## config.mk

```make
export PLATFORM = sky130hd
export DESIGN_NAME = dspwm_timer
export DESIGN_NICKNAME = d
export VERILOG_FILES = /design/src/dspwm_out_unit.v /design/src/dspwm_timer.v
export VERILOG_INCLUDE_DIRS = /design/src
export SDC_FILE = /design/constraint.sdc
export NUM_CORES = 1
export LEC_CHECK = 0
export BUFFER_PORTS_ARGS = -buffer_cell sky130_fd_sc_hd__buf_4
export CAP_MARGIN = 20
export CORE_ASPECT_RATIO = 0.6
export CORE_UTILIZATION = 47
export CTS_CLUSTER_DIAMETER = 150
export DETAILED_ROUTE_END_ITERATION = 6
export PLACE_DENSITY = 0.69
export REMOVE_ABC_BUFFERS = 1
export SYNTH_ARGS = -nofsm -noshare
export SYNTH_HDL_FRONTEND = slang
export SYNTH_HIERARCHICAL = 1
export SYNTH_SLANG_ARGS = --single-unit
```

## constraint.sdc

```tcl
create_clock -name I_CLK_SYS -period 7.22 [get_ports I_CLK_SYS]
set_input_delay 1.444 -clock I_CLK_SYS [delete_from_list [all_inputs] [get_ports I_CLK_SYS]]
set_output_delay 1.444 -clock I_CLK_SYS [all_outputs]
set_load 0.01 [all_outputs]
```

## src/dspwm_defines.vh

```
// Purpose: constants for the dual-slope pwm timer
// Assumes: 16-bit counter, two compare channels
// Notes: mode codes follow the waveform mode select encoding
`ifndef DSPWM_DEFINES_VH
`define DSPWM_DEFINES_VH
`define DSPWM_W 16
`define DSPWM_MODE_PC8 4'h1
`define DSPWM_MODE_PC9 4'h2
`define DSPWM_MODE_PC10 4'h3
`define DSPWM_MODE_PFC_CAP 4'h8
`define DSPWM_MODE_PFC_CMPA 4'h9
`define DSPWM_MODE_PC_CAP 4'hA
`define DSPWM_MODE_PC_CMPA 4'hB
`define DSPWM_TOP8 16'h00FF
`define DSPWM_TOP9 16'h01FF
`define DSPWM_TOP10 16'h03FF
`define DSPWM_BOTTOM 16'h0000
`define DSPWM_COM_OFF 2'h0
`define DSPWM_COM_TOGGLE 2'h1
`define DSPWM_COM_NONINV 2'h2
`define DSPWM_COM_INV 2'h3
`define DSPWM_CMP_RESET 16'h0000
`define DSPWM_CAP_RESET 16'h0000
`endif

```

## src/dspwm_out_unit.v

```verilog
// Purpose: one compare output waveform unit
// Assumes: match and direction come from the counter on the same clock
// Notes: toggle is only offered when the caller allows it
module dspwm_out_unit (
  input wire i_clk,
  input wire i_reset,
  input wire i_match,
  input wire i_counting_down,
  input wire [1:0] i_mode,
  input wire i_toggle_ok,
  input wire i_dir_out,
  output reg o_level,
  output reg o_pin,
  output reg o_pin_oe
);
`include "dspwm_defines.vh"

  reg level_d;

  always @*
  begin
    level_d = o_level;
    if (i_match)
    begin
      case (i_mode)
        `DSPWM_COM_TOGGLE: if (i_toggle_ok) level_d = ~o_level;
        `DSPWM_COM_NONINV: level_d = i_counting_down;
        `DSPWM_COM_INV: level_d = ~i_counting_down;
        default: level_d = o_level;
      endcase
    end
  end

  always @(posedge i_clk)
  begin
    if (i_reset)
    begin
      o_level <= 1'b0;
      o_pin <= 1'b0;
      o_pin_oe <= 1'b0;
    end
    else
    begin
      o_level <= level_d;
      o_pin <= level_d;
      // pin only driven when connected and direction is output
      o_pin_oe <= i_dir_out && (i_mode[1] || (i_mode[0] && i_toggle_ok));
    end
  end
endmodule

```

## src/dspwm_timer.v

```verilog
// Purpose: dual-slope pwm timer core, phase correct and phase and frequency correct
// Assumes: prescaler supplies a one-cycle timer clock enable on the I/O clock
// Notes: other waveform modes leave the counter and the flags frozen
// Behaviour
// - modes 1, 2, 3, 10, 11 run phase correct pwm.
// - counter counts up from zero to top, then down to zero, repeatedly.
// - non-inverting clears on up-match, sets on down-match; inverting reversed.
// - output mode two is non-inverted pwm, three is inverted pwm.
// - top is 0x00FF, 0x01FF, 0x03FF, capture value, or compare a value.
// - counter holds top for exactly one timer clock before counting down.
// - phase correct sets overflow flag each time counter reaches zero.
// - phase correct loads compare buffers at top, flagging compare a or capture.
// - channel compare flag sets whenever counter equals its compare value.
// - fixed top modes mask compare writes above the resolution to zero.
// - compare zero gives constant low, compare top constant high, non-inverted.
// - mode 11 with output mode 1 toggles output a, 50% duty.
// - modes 8 (capture top) and 9 (compare a top) are phase and frequency correct.
// - phase and frequency correct loads buffers at zero, setting overflow then.
// - phase and frequency correct sets compare a or capture flag at top.
// - mode 9 with output mode 1 toggles output a, 50% duty.
// - output reaches pin only when its direction bit selects output.
// - phase correct periods start and end at top.
// - output frequency is I/O clock over twice prescale times top.
// - compare a writes go to a buffer, active only at update point.
// - capture value is unbuffered, taking effect at once.
// - output mode 1 toggles a only in modes 9, 11; else disconnected.
module dspwm_timer (
  input wire I_CLK_SYS,
  input wire I_RESET,
  input wire I_TIMER_CLK_EN,
  input wire [3:0] I_WAVEFORM_MODE_SELECT,
  input wire [1:0] I_COMPARE_OUTPUT_MODE_A,
  input wire [1:0] I_COMPARE_OUTPUT_MODE_B,
  input wire I_OUTPUT_DIRECTION_BIT_A,
  input wire I_OUTPUT_DIRECTION_BIT_B,
  input wire I_COMPARE_VALUE_A_WR,
  input wire I_COMPARE_VALUE_B_WR,
  input wire I_CAPTURE_VALUE_WR,
  input wire [15:0] I_WR_DATA,
  input wire I_FLAG_CLEAR_OVERFLOW,
  input wire I_FLAG_CLEAR_COMPARE_A,
  input wire I_FLAG_CLEAR_COMPARE_B,
  input wire I_FLAG_CLEAR_CAPTURE,
  output reg [15:0] O_COUNTER_VALUE,
  output reg [15:0] O_COMPARE_VALUE_A,
  output reg [15:0] O_COMPARE_VALUE_B,
  output reg [15:0] O_CAPTURE_VALUE,
  output reg O_COUNTING_DOWN,
  output reg O_OVERFLOW_FLAG,
  output reg O_COMPARE_FLAG_A,
  output reg O_COMPARE_FLAG_B,
  output reg O_CAPTURE_FLAG,
  output wire O_COMPARE_OUTPUT_A,
  output wire O_COMPARE_OUTPUT_A_OE,
  output wire O_COMPARE_OUTPUT_B,
  output wire O_COMPARE_OUTPUT_B_OE
);
`include "dspwm_defines.vh"

  reg [15:0] buf_a_q;
  reg [15:0] buf_b_q;
  reg [15:0] top;
  reg phase_correct;
  reg freq_correct;
  reg top_is_cmpa;
  reg top_is_cap;
  reg [15:0] mask;
  reg [15:0] cnt_d;
  reg down_d;
  reg at_top;
  reg at_bottom;
  reg update_now;
  reg match_a;
  reg match_b;
  reg dual_slope;
  reg eff_down;
  reg set_ovf;
  reg set_cmp_a;
  reg set_cmp_b;
  reg set_cap;
  wire toggle_ok;

  // equality of counter and a compare value, only while a dual-slope mode runs
  function compare_hit;
    input [15:0] count;
    input [15:0] value;
    input running;
    begin
      compare_hit = running && (count == value);
    end
  endfunction

  // one count step in the given direction, wrapping at the 16-bit limit
  function [15:0] step_count;
    input [15:0] value;
    input down;
    begin
      if (down)
        step_count = value - 16'h0001;
      else
        step_count = value + 16'h0001;
    end
  endfunction

  // a set in the same cycle as a clear wins
  function flag_next;
    input current;
    input set_in;
    input clear_in;
    begin
      if (set_in)
        flag_next = 1'b1;
      else if (clear_in)
        flag_next = 1'b0;
      else
        flag_next = current;
    end
  endfunction

  // top and resolution mask for the selected mode
  always @*
  begin
    phase_correct = 1'b0;
    freq_correct = 1'b0;
    top_is_cmpa = 1'b0;
    top_is_cap = 1'b0;
    top = `DSPWM_TOP8;
    mask = 16'hFFFF;
    case (I_WAVEFORM_MODE_SELECT)
      `DSPWM_MODE_PC8:
      begin
        phase_correct = 1'b1;
        top = `DSPWM_TOP8;
        mask = `DSPWM_TOP8;
      end
      `DSPWM_MODE_PC9:
      begin
        phase_correct = 1'b1;
        top = `DSPWM_TOP9;
        mask = `DSPWM_TOP9;
      end
      `DSPWM_MODE_PC10:
      begin
        phase_correct = 1'b1;
        top = `DSPWM_TOP10;
        mask = `DSPWM_TOP10;
      end
      // unbuffered capture written below the counter makes it miss top
      `DSPWM_MODE_PC_CAP:
      begin
        phase_correct = 1'b1;
        top_is_cap = 1'b1;
        top = O_CAPTURE_VALUE;
      end
      `DSPWM_MODE_PC_CMPA:
      begin
        phase_correct = 1'b1;
        top_is_cmpa = 1'b1;
        top = O_COMPARE_VALUE_A;
      end
      `DSPWM_MODE_PFC_CAP:
      begin
        freq_correct = 1'b1;
        top_is_cap = 1'b1;
        top = O_CAPTURE_VALUE;
      end
      `DSPWM_MODE_PFC_CMPA:
      begin
        freq_correct = 1'b1;
        top_is_cmpa = 1'b1;
        top = O_COMPARE_VALUE_A;
      end
      default:
      begin
        top = `DSPWM_TOP8;
      end
    endcase
    dual_slope = phase_correct || freq_correct;
  end

  // toggle only where compare a is itself top
  assign toggle_ok = top_is_cmpa;

  // counter sequence; top held one tick, reversal decided there
  always @*
  begin
    at_top = (O_COUNTER_VALUE == top);
    at_bottom = (O_COUNTER_VALUE == `DSPWM_BOTTOM);
    cnt_d = O_COUNTER_VALUE;
    down_d = O_COUNTING_DOWN;
    if (dual_slope && I_TIMER_CLK_EN)
    begin
      if (at_top && !O_COUNTING_DOWN)
      begin
        down_d = 1'b1;
        cnt_d = step_count(O_COUNTER_VALUE, 1'b1);
      end
      else if (at_bottom && O_COUNTING_DOWN)
      begin
        down_d = 1'b0;
        cnt_d = 16'h0001;
      end
      else
        cnt_d = step_count(O_COUNTER_VALUE, O_COUNTING_DOWN);
    end
  end

  // events are judged in the tick where the counter shows the value
  always @*
  begin
    update_now = 1'b0;
    match_a = 1'b0;
    match_b = 1'b0;
    set_ovf = 1'b0;
    set_cmp_a = 1'b0;
    set_cap = 1'b0;
    if (I_TIMER_CLK_EN)
    begin
      update_now = (phase_correct && at_top) || (freq_correct && at_bottom);
      match_a = compare_hit(O_COUNTER_VALUE, O_COMPARE_VALUE_A, dual_slope);
      match_b = compare_hit(O_COUNTER_VALUE, O_COMPARE_VALUE_B, dual_slope);
      set_ovf = dual_slope && at_bottom;
      set_cmp_a = match_a || (at_top && top_is_cmpa);
      set_cap = at_top && top_is_cap && dual_slope;
    end
    set_cmp_b = match_b;
    // a match at top acts as down-counting and one at bottom as up-counting,
    // so compare equal top stays high and compare zero stays low
    eff_down = O_COUNTING_DOWN;
    if (at_top)
      eff_down = 1'b1;
    else if (at_bottom)
      eff_down = 1'b0;
  end

  always @(posedge I_CLK_SYS)
  begin
    if (I_RESET)
    begin
      O_COUNTER_VALUE <= `DSPWM_BOTTOM;
      O_COUNTING_DOWN <= 1'b0;
      buf_a_q <= `DSPWM_CMP_RESET;
      buf_b_q <= `DSPWM_CMP_RESET;
      O_COMPARE_VALUE_A <= `DSPWM_CMP_RESET;
      O_COMPARE_VALUE_B <= `DSPWM_CMP_RESET;
      O_CAPTURE_VALUE <= `DSPWM_CAP_RESET;
      O_OVERFLOW_FLAG <= 1'b0;
      O_COMPARE_FLAG_A <= 1'b0;
      O_COMPARE_FLAG_B <= 1'b0;
      O_CAPTURE_FLAG <= 1'b0;
    end
    else
    begin
      O_COUNTER_VALUE <= cnt_d;
      O_COUNTING_DOWN <= down_d;
      if (I_COMPARE_VALUE_A_WR)
        buf_a_q <= I_WR_DATA & mask;
      if (I_COMPARE_VALUE_B_WR)
        buf_b_q <= I_WR_DATA & mask;
      if (I_CAPTURE_VALUE_WR)
        O_CAPTURE_VALUE <= I_WR_DATA;
      if (update_now)
      begin
        O_COMPARE_VALUE_A <= buf_a_q;
        O_COMPARE_VALUE_B <= buf_b_q;
      end
      O_OVERFLOW_FLAG <= flag_next(O_OVERFLOW_FLAG, set_ovf, I_FLAG_CLEAR_OVERFLOW);
      O_COMPARE_FLAG_A <= flag_next(O_COMPARE_FLAG_A, set_cmp_a, I_FLAG_CLEAR_COMPARE_A);
      O_COMPARE_FLAG_B <= flag_next(O_COMPARE_FLAG_B, set_cmp_b, I_FLAG_CLEAR_COMPARE_B);
      O_CAPTURE_FLAG <= flag_next(O_CAPTURE_FLAG, set_cap, I_FLAG_CLEAR_CAPTURE);
    end
  end

  dspwm_out_unit u_out_a (
    .i_clk(I_CLK_SYS),
    .i_reset(I_RESET),
    .i_match(match_a),
    .i_counting_down(eff_down),
    .i_mode(I_COMPARE_OUTPUT_MODE_A),
    .i_toggle_ok(toggle_ok),
    .i_dir_out(I_OUTPUT_DIRECTION_BIT_A),
    .o_level(),
    .o_pin(O_COMPARE_OUTPUT_A),
    .o_pin_oe(O_COMPARE_OUTPUT_A_OE)
  );

  // toggle is never offered on channel b
  dspwm_out_unit u_out_b (
    .i_clk(I_CLK_SYS),
    .i_reset(I_RESET),
    .i_match(match_b),
    .i_counting_down(eff_down),
    .i_mode(I_COMPARE_OUTPUT_MODE_B),
    .i_toggle_ok(1'b0),
    .i_dir_out(I_OUTPUT_DIRECTION_BIT_B),
    .o_level(),
    .o_pin(O_COMPARE_OUTPUT_B),
    .o_pin_oe(O_COMPARE_OUTPUT_B_OE)
  );
endmodule

```

; ---- Yosys cells after proc, flatten, opt, wreduce, memory -nomap -nowiden
; Cells that the tools add are included.
[op_classes]
add_sub_neg = 2
eq_ne = 16
mux = 30
bitwise_logic = 3
reduce_logical = 34
[ops]
columns = cell, count
row1 = $pmux 16 s4, 1
row2 = $eq 16x16->1, 3
row3 = $mux 16, 3
row4 = $pmux 16 s3, 1
row5 = $mux 1, 23
row6 = $add 16x1->16 const B, 1
row7 = $and 16x16->16, 1
row8 = $eq 4x4->1 const B, 4
row9 = $logic_not 16->1, 1
row10 = $sub 16x1->16 const B, 1
row11 = $logic_and 1x1->1, 14
row12 = $reduce_bool 2->1, 6
row13 = $eq 2x2->1 const B, 4
row14 = $eq 4x2->1 const B, 2
row15 = $reduce_or 2->1, 3
row16 = $reduce_or 5->1, 1
row17 = $eq 4x1->1 const B, 1
row18 = $logic_or 1x1->1, 4
row19 = $reduce_and 2->1, 2
row20 = $pmux 1 s3, 1
row21 = $reduce_and 3->1, 1
row22 = $reduce_bool 3->1, 1
row23 = $eq 2x1->1 const B, 1
row24 = $ne 2x2->1 const B, 1
row25 = other kinds (3), 4
[totals]
reg_bits = 105
input_bits = 36
output_inout_bits = 73

; ---- Longest topological paths before layout
[logic_depth]
depth_word = 8
ltp_mapped = 12
ltp_nobuf = 9

; ---- Cells and area by module
; The synthesis kept the hierarchy.
[modules_own_cells]
columns = module, instances, cells_each, area_per_inst_um2
row1 = dspwm_timer, 1, 665, 5617.9
row2 = dspwm_out_unit, 2, 12, 117.6

; ---- Worst setup path after synthesis
; OpenSTA, ideal clock, no wires.
[synth_path]
path_kind = input port to flip-flop
start = input I_WAVEFORM_MODE_SELECT[2]
end = register O_COMPARE_VALUE_A[11]
setup_time_ns = 0.128
arrival_ns = 3.710
setup_slack_ns = 3.382
stages = 12
n_path_buf = 4
cell_sequence = buf_2 nand2b_1 clkbuf_1 buf_2 a32oi_1 nand4_1 nor4_4 o2111ai_1 a211oi_4 buf_6 mux2i_1 nor2_1
[synth_via]
elab_chain_cells = 7
elab_cells_between_ends = 19
cone_classes = eq/ne (8) / mux (4) / reduce/logical (7)
[synth_rtl]
columns = element, line_no
row1 = "start, declared", dspwm_timer.v:31  ; input wire [3:0] I_WAVEFORM_MODE_SELECT,
row2 = $eq 4x4->1, dspwm_timer.v:129  ; case (I_WAVEFORM_MODE_SELECT)
row3 = $reduce_or 2->1 (no source line), --
row4 = $pmux 16 s4, dspwm_timer.v:129
row5 = $eq 16x16->1, dspwm_timer.v:187  ; at_top = (O_COUNTER_VALUE == top);
row6 = $logic_and 1x1->1, dspwm_timer.v:219  ; update_now = (phase_correct && at_top) || (freq_correct && at_bottom);
row7 = $logic_or 1x1->1 (*), dspwm_timer.v:219
row8 = $mux 1 (*), dspwm_timer.v:217  ; if (I_TIMER_CLK_EN)
row9 = "end signal, assigned", dspwm_timer.v:244  ; O_COMPARE_VALUE_A <= `DSPWM_CMP_RESET;
row10 = "end signal, assigned", dspwm_timer.v:264  ; O_COMPARE_VALUE_A <= buf_a_q;
row11 = "end, declared", dspwm_timer.v:45  ; output reg [15:0] O_COMPARE_VALUE_A,
; Mark *: on every way between the ends. The rest lies on a longest branch, timed or not.
; A chain may end at the register's enable or synchronous reset.

; ---- Final worst setup path
[layout_path]
start = input I_WAVEFORM_MODE_SELECT[3]
end = register O_COMPARE_VALUE_A[6]
; Same word-level chain as after synthesis.

==> summary.log <==
INFO  pwr            static-leakage-power=0.00305uW
INFO  clock_tree     postCtsHoldBufs=0
INFO  clock_tree     tritoncts=built
INFO  clock_tree     clock_sink_count=105
INFO  sta            hold_violations=0
INFO  drt            met2_routed_wirelength=6860um
INFO  drt            routed-wl-met3=1680um
INFO  drt            maxUsedRoutingLayer=met4
INFO  clock_tree     clock_pin_slew_of_the_registers_on_the_worst_case_setup_and_hold_paths=0.08ns
INFO  sta            finalSetupViolations=0
INFO  sta            worst_pin_slew=1.09ns
INFO  die            initial_core_util=48.4%
INFO  drt            ant_nets=0
INFO  critical_path  setup.reg_to_reg.worst_slack=3.38ns
INFO  clock_tree     cts.repair.resized=0
INFO  drt            met1Wirelength=9020um
INFO  final_layout   area.growth.synth_to_final=18.6%
INFO  clock_tree     htree_num_levels=3
INFO  sta            finalSetupTns=0ns
INFO  final_layout   number_of_diodes=0
INFO  hold_path      worst_hold_startpoint=buf_b_q[13]
INFO  die            ios=109
INFO  pwr            vdd_drop_max=0.102mV
INFO  sta            timing.fmax=0.226GHz
INFO  critical_path  setup.worst_path.end_class=register
INFO  critical_path  worst_r2r_path_depth=8
INFO  sta            slew_headroom=27.4%
INFO  sta            layout_worst_path_cycle_share=61.4%
INFO  job            cap_viol_max_count=0
INFO  critical_path  critPathArrivalTime=4.63ns
INFO  yosys          postSynthCellCount=689
INFO  yosys          synth.ff_latch_count=105
INFO  clock_tree     worstSkewPairLatency=0.35ns
INFO  die            core.rowCount=31
INFO  critical_path  crit_path_max_fanout=32
INFO  placed_design  gp_congestion=0.900
INFO  drt            drt_pass1_iterations=5
INFO  sta            setup_repair_after_global_routing_missed_its_margin=false
INFO  drt            drt_iter0_markers=465
INFO  yosys          async_flop_share=0%
INFO  clock_tree     postCtsSetupRepairBufs=0
INFO  grt            grt.overflow.total=0
INFO  die            die_width=146um
INFO  yosys          synth_area_per_cell=8.50squm
INFO  grt            groute.usage.overall=27.7%
INFO  final_layout   post_route_cells_drive_above_1_share=19.4%
INFO  grt            vias_in_the_first_global_route=4816
INFO  clock_tree     cts-root-to-sink-buffers=2
INFO  yosys          edff_count_synth=0
INFO  drt            totalWireLength=17900um
INFO  critical_path  regToRegStartpoint=O_COUNTER_VALUE[6]
INFO  critical_path  worst-setup-path-type=input port to register
INFO  yosys          synth_warnings=6
INFO  die            die_height=88.4um
INFO  final_layout   final_core_util=57.4%
INFO  final_layout   fin_nets=795
INFO  grt            grt_pass1_wl=27500um
INFO  grt            largest_net_degree_at_the_start_of_global_routing=105
INFO  clock_tree     tritoncts_buffers=9
INFO  yosys          count_of_unique_library_cells_instantiated_by_yosys=62
INFO  final_layout   final_design_area_no_fill=6940squm
INFO  critical_path  worst_r2r_endpoint=O_COMPARE_VALUE_A[6]
INFO  placed_design  dp.final_hpwl=12700um
INFO  pwr            power_per_cell_area=185nW/um^2
INFO  hold_path      hold_class=register to register
INFO  status         outcome=finished, final reports clean
INFO  drt            via_count_normalized_by_instance_count=5.89
INFO  yosys          synth-seq-area-share=35.9%
INFO  placed_design  postPlaceCellArea=6650squm
INFO  yosys          synth_area=5850squm
INFO  drt            post-route-drc-count=0
INFO  die            design.core.area=12100squm
INFO  placed_design  buffer_ports.inserted=108
INFO  sta            finClkSkew=0.00860ns
INFO  hold_path      whs_endpoint=buf_b_q[13]
INFO  critical_path  required=7.41ns
INFO  hold_path      worstHoldPathCells=2
INFO  grt            number_of_antenna_violations_at_the_first_check_in_global_routing=0
INFO  sta            finalCriticalPeriod=4.43ns
INFO  yosys          dominant_synthesized_flop_cell=sky130_fd_sc_hd__dfxtp_1
INFO  sta            slew_viol_final=0
INFO  clock_tree     clock_tree.root_cell=sky130_fd_sc_hd__clkbuf_16
INFO  drt            detailroute.via_count=5458
INFO  drt            wl_per_cell=19.3um
INFO  die            fp.dieArea=12900squm
INFO  critical_path  startpoint_type=input port
synthesized netlist by cell type, types with 5 or more instances:
cell type | number | share of area, %
sky130_fd_sc_hd__a21oi_1 | 38 | 3.2
sky130_fd_sc_hd__a31oi_1 | 5 | 0.53
sky130_fd_sc_hd__and3_1 | 9 | 0.96
sky130_fd_sc_hd__buf_1 | 5 | 0.32
sky130_fd_sc_hd__buf_2 | 6 | 0.51
sky130_fd_sc_hd__clkbuf_1 | 40 | 2.6
sky130_fd_sc_hd__dfxtp_1 | 105 | 36
sky130_fd_sc_hd__inv_1 | 10 | 0.64
sky130_fd_sc_hd__mux2_2 | 5 | 0.96
sky130_fd_sc_hd__mux2i_1 | 93 | 16
sky130_fd_sc_hd__nand2_1 | 32 | 2.1
sky130_fd_sc_hd__nand2b_1 | 19 | 2.0
sky130_fd_sc_hd__nand3_1 | 31 | 2.7
sky130_fd_sc_hd__nand4_1 | 10 | 1.1
sky130_fd_sc_hd__nor2_1 | 98 | 6.3
sky130_fd_sc_hd__nor3_1 | 14 | 1.2
sky130_fd_sc_hd__nor4_1 | 14 | 1.5
sky130_fd_sc_hd__o21ai_0 | 24 | 2.1
sky130_fd_sc_hd__or3_1 | 6 | 0.64
sky130_fd_sc_hd__xnor2_1 | 13 | 1.9
sky130_fd_sc_hd__xor2_1 | 29 | 4.3
flip-flops by register name (all words and copies together), names as in the netlist:
signal             flops
O_CAPTURE_FLAG         1
O_CAPTURE_VALUE       16
O_COMPARE_FLAG_A       1
O_COMPARE_FLAG_B       1
O_COMPARE_VALUE_A     16
O_COMPARE_VALUE_B     16
O_COUNTER_VALUE       16
O_COUNTING_DOWN        1
O_OVERFLOW_FLAG        1
buf_a_q               16
buf_b_q               16
u_out_a/o_pin          1
u_out_a/o_pin_oe       1
u_out_b/o_pin          1
u_out_b/o_pin_oe       1
critical path, stage by stage:
cell and delay (ns):
sky130_fd_sc_hd__buf_4 0.16, sky130_fd_sc_hd__nor2b_1 0.62, sky130_fd_sc_hd__a21oi_1 0.16, sky130_fd_sc_hd__or4_4 0.59, sky130_fd_sc_hd__nor4_4 0.32, sky130_fd_sc_hd__o2111ai_1 0.21, sky130_fd_sc_hd__a211oi_4 0.26, sky130_fd_sc_hd__buf_4 0.50
sky130_fd_sc_hd__mux2i_1 0.26, sky130_fd_sc_hd__nor2_1 0.06
where the power goes:
| part | switching (uW) | internal, uW |
|---|---|---|
| Clock | 242 | 244 |
| Combinational | 102 | 74.6 |
| Sequential | 21.3 | 600 |
how the worst max path moves through the flow:
stage	slack (ns)	to	start	cells past startpoint
6_report	2.79	O_COMPARE_VALUE_A[6]	I_WAVEFORM_MODE_SELECT[3]	10
5_1_grt	2.60	O_COMPARE_VALUE_A[11]	I_WAVEFORM_MODE_SELECT[3]	10
4_1_cts	2.83	O_COMPARE_VALUE_A[6]	I_WAVEFORM_MODE_SELECT[3]	10
3_5_place_dp	2.45	O_COMPARE_VALUE_B[3]	I_WAVEFORM_MODE_SELECT[3]	10
3_3_place_gp	2.58	O_COMPARE_VALUE_B[14]	I_WAVEFORM_MODE_SELECT[3]	10
2_1_floorplan	2.41	O_COMPARE_VALUE_A[0]	I_WAVEFORM_MODE_SELECT[3]	8
layout by cell type (no fill, tap or decap), types with 4 or more instances in the layout:
cell type | synthesis | routed
sky130_fd_sc_hd__nor2b_1 | 4 | 4
sky130_fd_sc_hd__nand2_1 | 32 | 32
sky130_fd_sc_hd__nor4_1 | 14 | 14
sky130_fd_sc_hd__nand4_1 | 10 | 10
sky130_fd_sc_hd__nor2_1 | 98 | 98
sky130_fd_sc_hd__buf_4 | 4 | 112
sky130_fd_sc_hd__inv_1 | 10 | 10
sky130_fd_sc_hd__a211oi_1 | 4 | 4
sky130_fd_sc_hd__o31ai_1 | 4 | 4
sky130_fd_sc_hd__or3_1 | 6 | 6
sky130_fd_sc_hd__nand3_1 | 31 | 31
sky130_fd_sc_hd__dfxtp_1 | 105 | 105
sky130_fd_sc_hd__o21ai_0 | 24 | 24
sky130_fd_sc_hd__mux2i_1 | 93 | 93
sky130_fd_sc_hd__nand2b_1 | 19 | 19
sky130_fd_sc_hd__nor3_1 | 14 | 14
sky130_fd_sc_hd__mux2_2 | 5 | 5
sky130_fd_sc_hd__and3_1 | 9 | 9
sky130_fd_sc_hd__clkbuf_16 | 0 | 9
sky130_fd_sc_hd__xnor2_1 | 13 | 13
sky130_fd_sc_hd__a31oi_1 | 5 | 5
sky130_fd_sc_hd__xor2_1 | 29 | 29
sky130_fd_sc_hd__a32o_1 | 4 | 4
sky130_fd_sc_hd__a21oi_1 | 38 | 37
sky130_fd_sc_hd__nand4b_1 | 4 | 4
layer usage:
metal / track usage (%) / up-vias
met2: 37.9 / 277
li1: - / 2575
met5: 0 / -
met3: 6.60 / 25
met1: 42.4 / 2581
met4: 7.58 / 0
layout make-up:
| type | count | area [sq um] |
|---|---|---|
| Tap cell | 165 | 206 |
| Clock inverter | 6 | 58.8 |
| Timing Repair Buffer | 113 | 846 |
| Multi-Input combinational cell | 518 | 3460 |
| Clock buffer | 10 | 229 |
| Inverter | 10 | 37.5 |
| Sequential cell | 105 | 2100 |
| Fill cell | 1112 | 5160 |
metrics by stage:
step	setup slack [ns]	std cells	hold slack, ns	power (uW)
6_report	2.79	927	0.474	1280
5_1_grt	2.60	927	0.492	1340
4_1_cts	2.83	926	0.473	1290
3_5_place_dp	2.45	910	0.462	808
3_3_place_gp	2.58	910	0.457	804
2_1_floorplan	2.41	633	0.443	721
cells by family (layout without fill, tap and decap cells):
group                    after synthesis  after routing  synth area share [%]
multiplexers                          99             99                  17.1
AO/OA/AOI/OAI                        109            109                  12.3
XOR/XNOR                              42             42                  6.28
other                                  1              3                0.0641
AND/OR/NAND/NOR                      263            263                  22.9
adder cells (fa/ha/maj)                2              2                 0.427
flip-flops                           105            105                  35.9
buffers and inverters                 68            139                  5.13
Power figures use the tool's default switching activity.
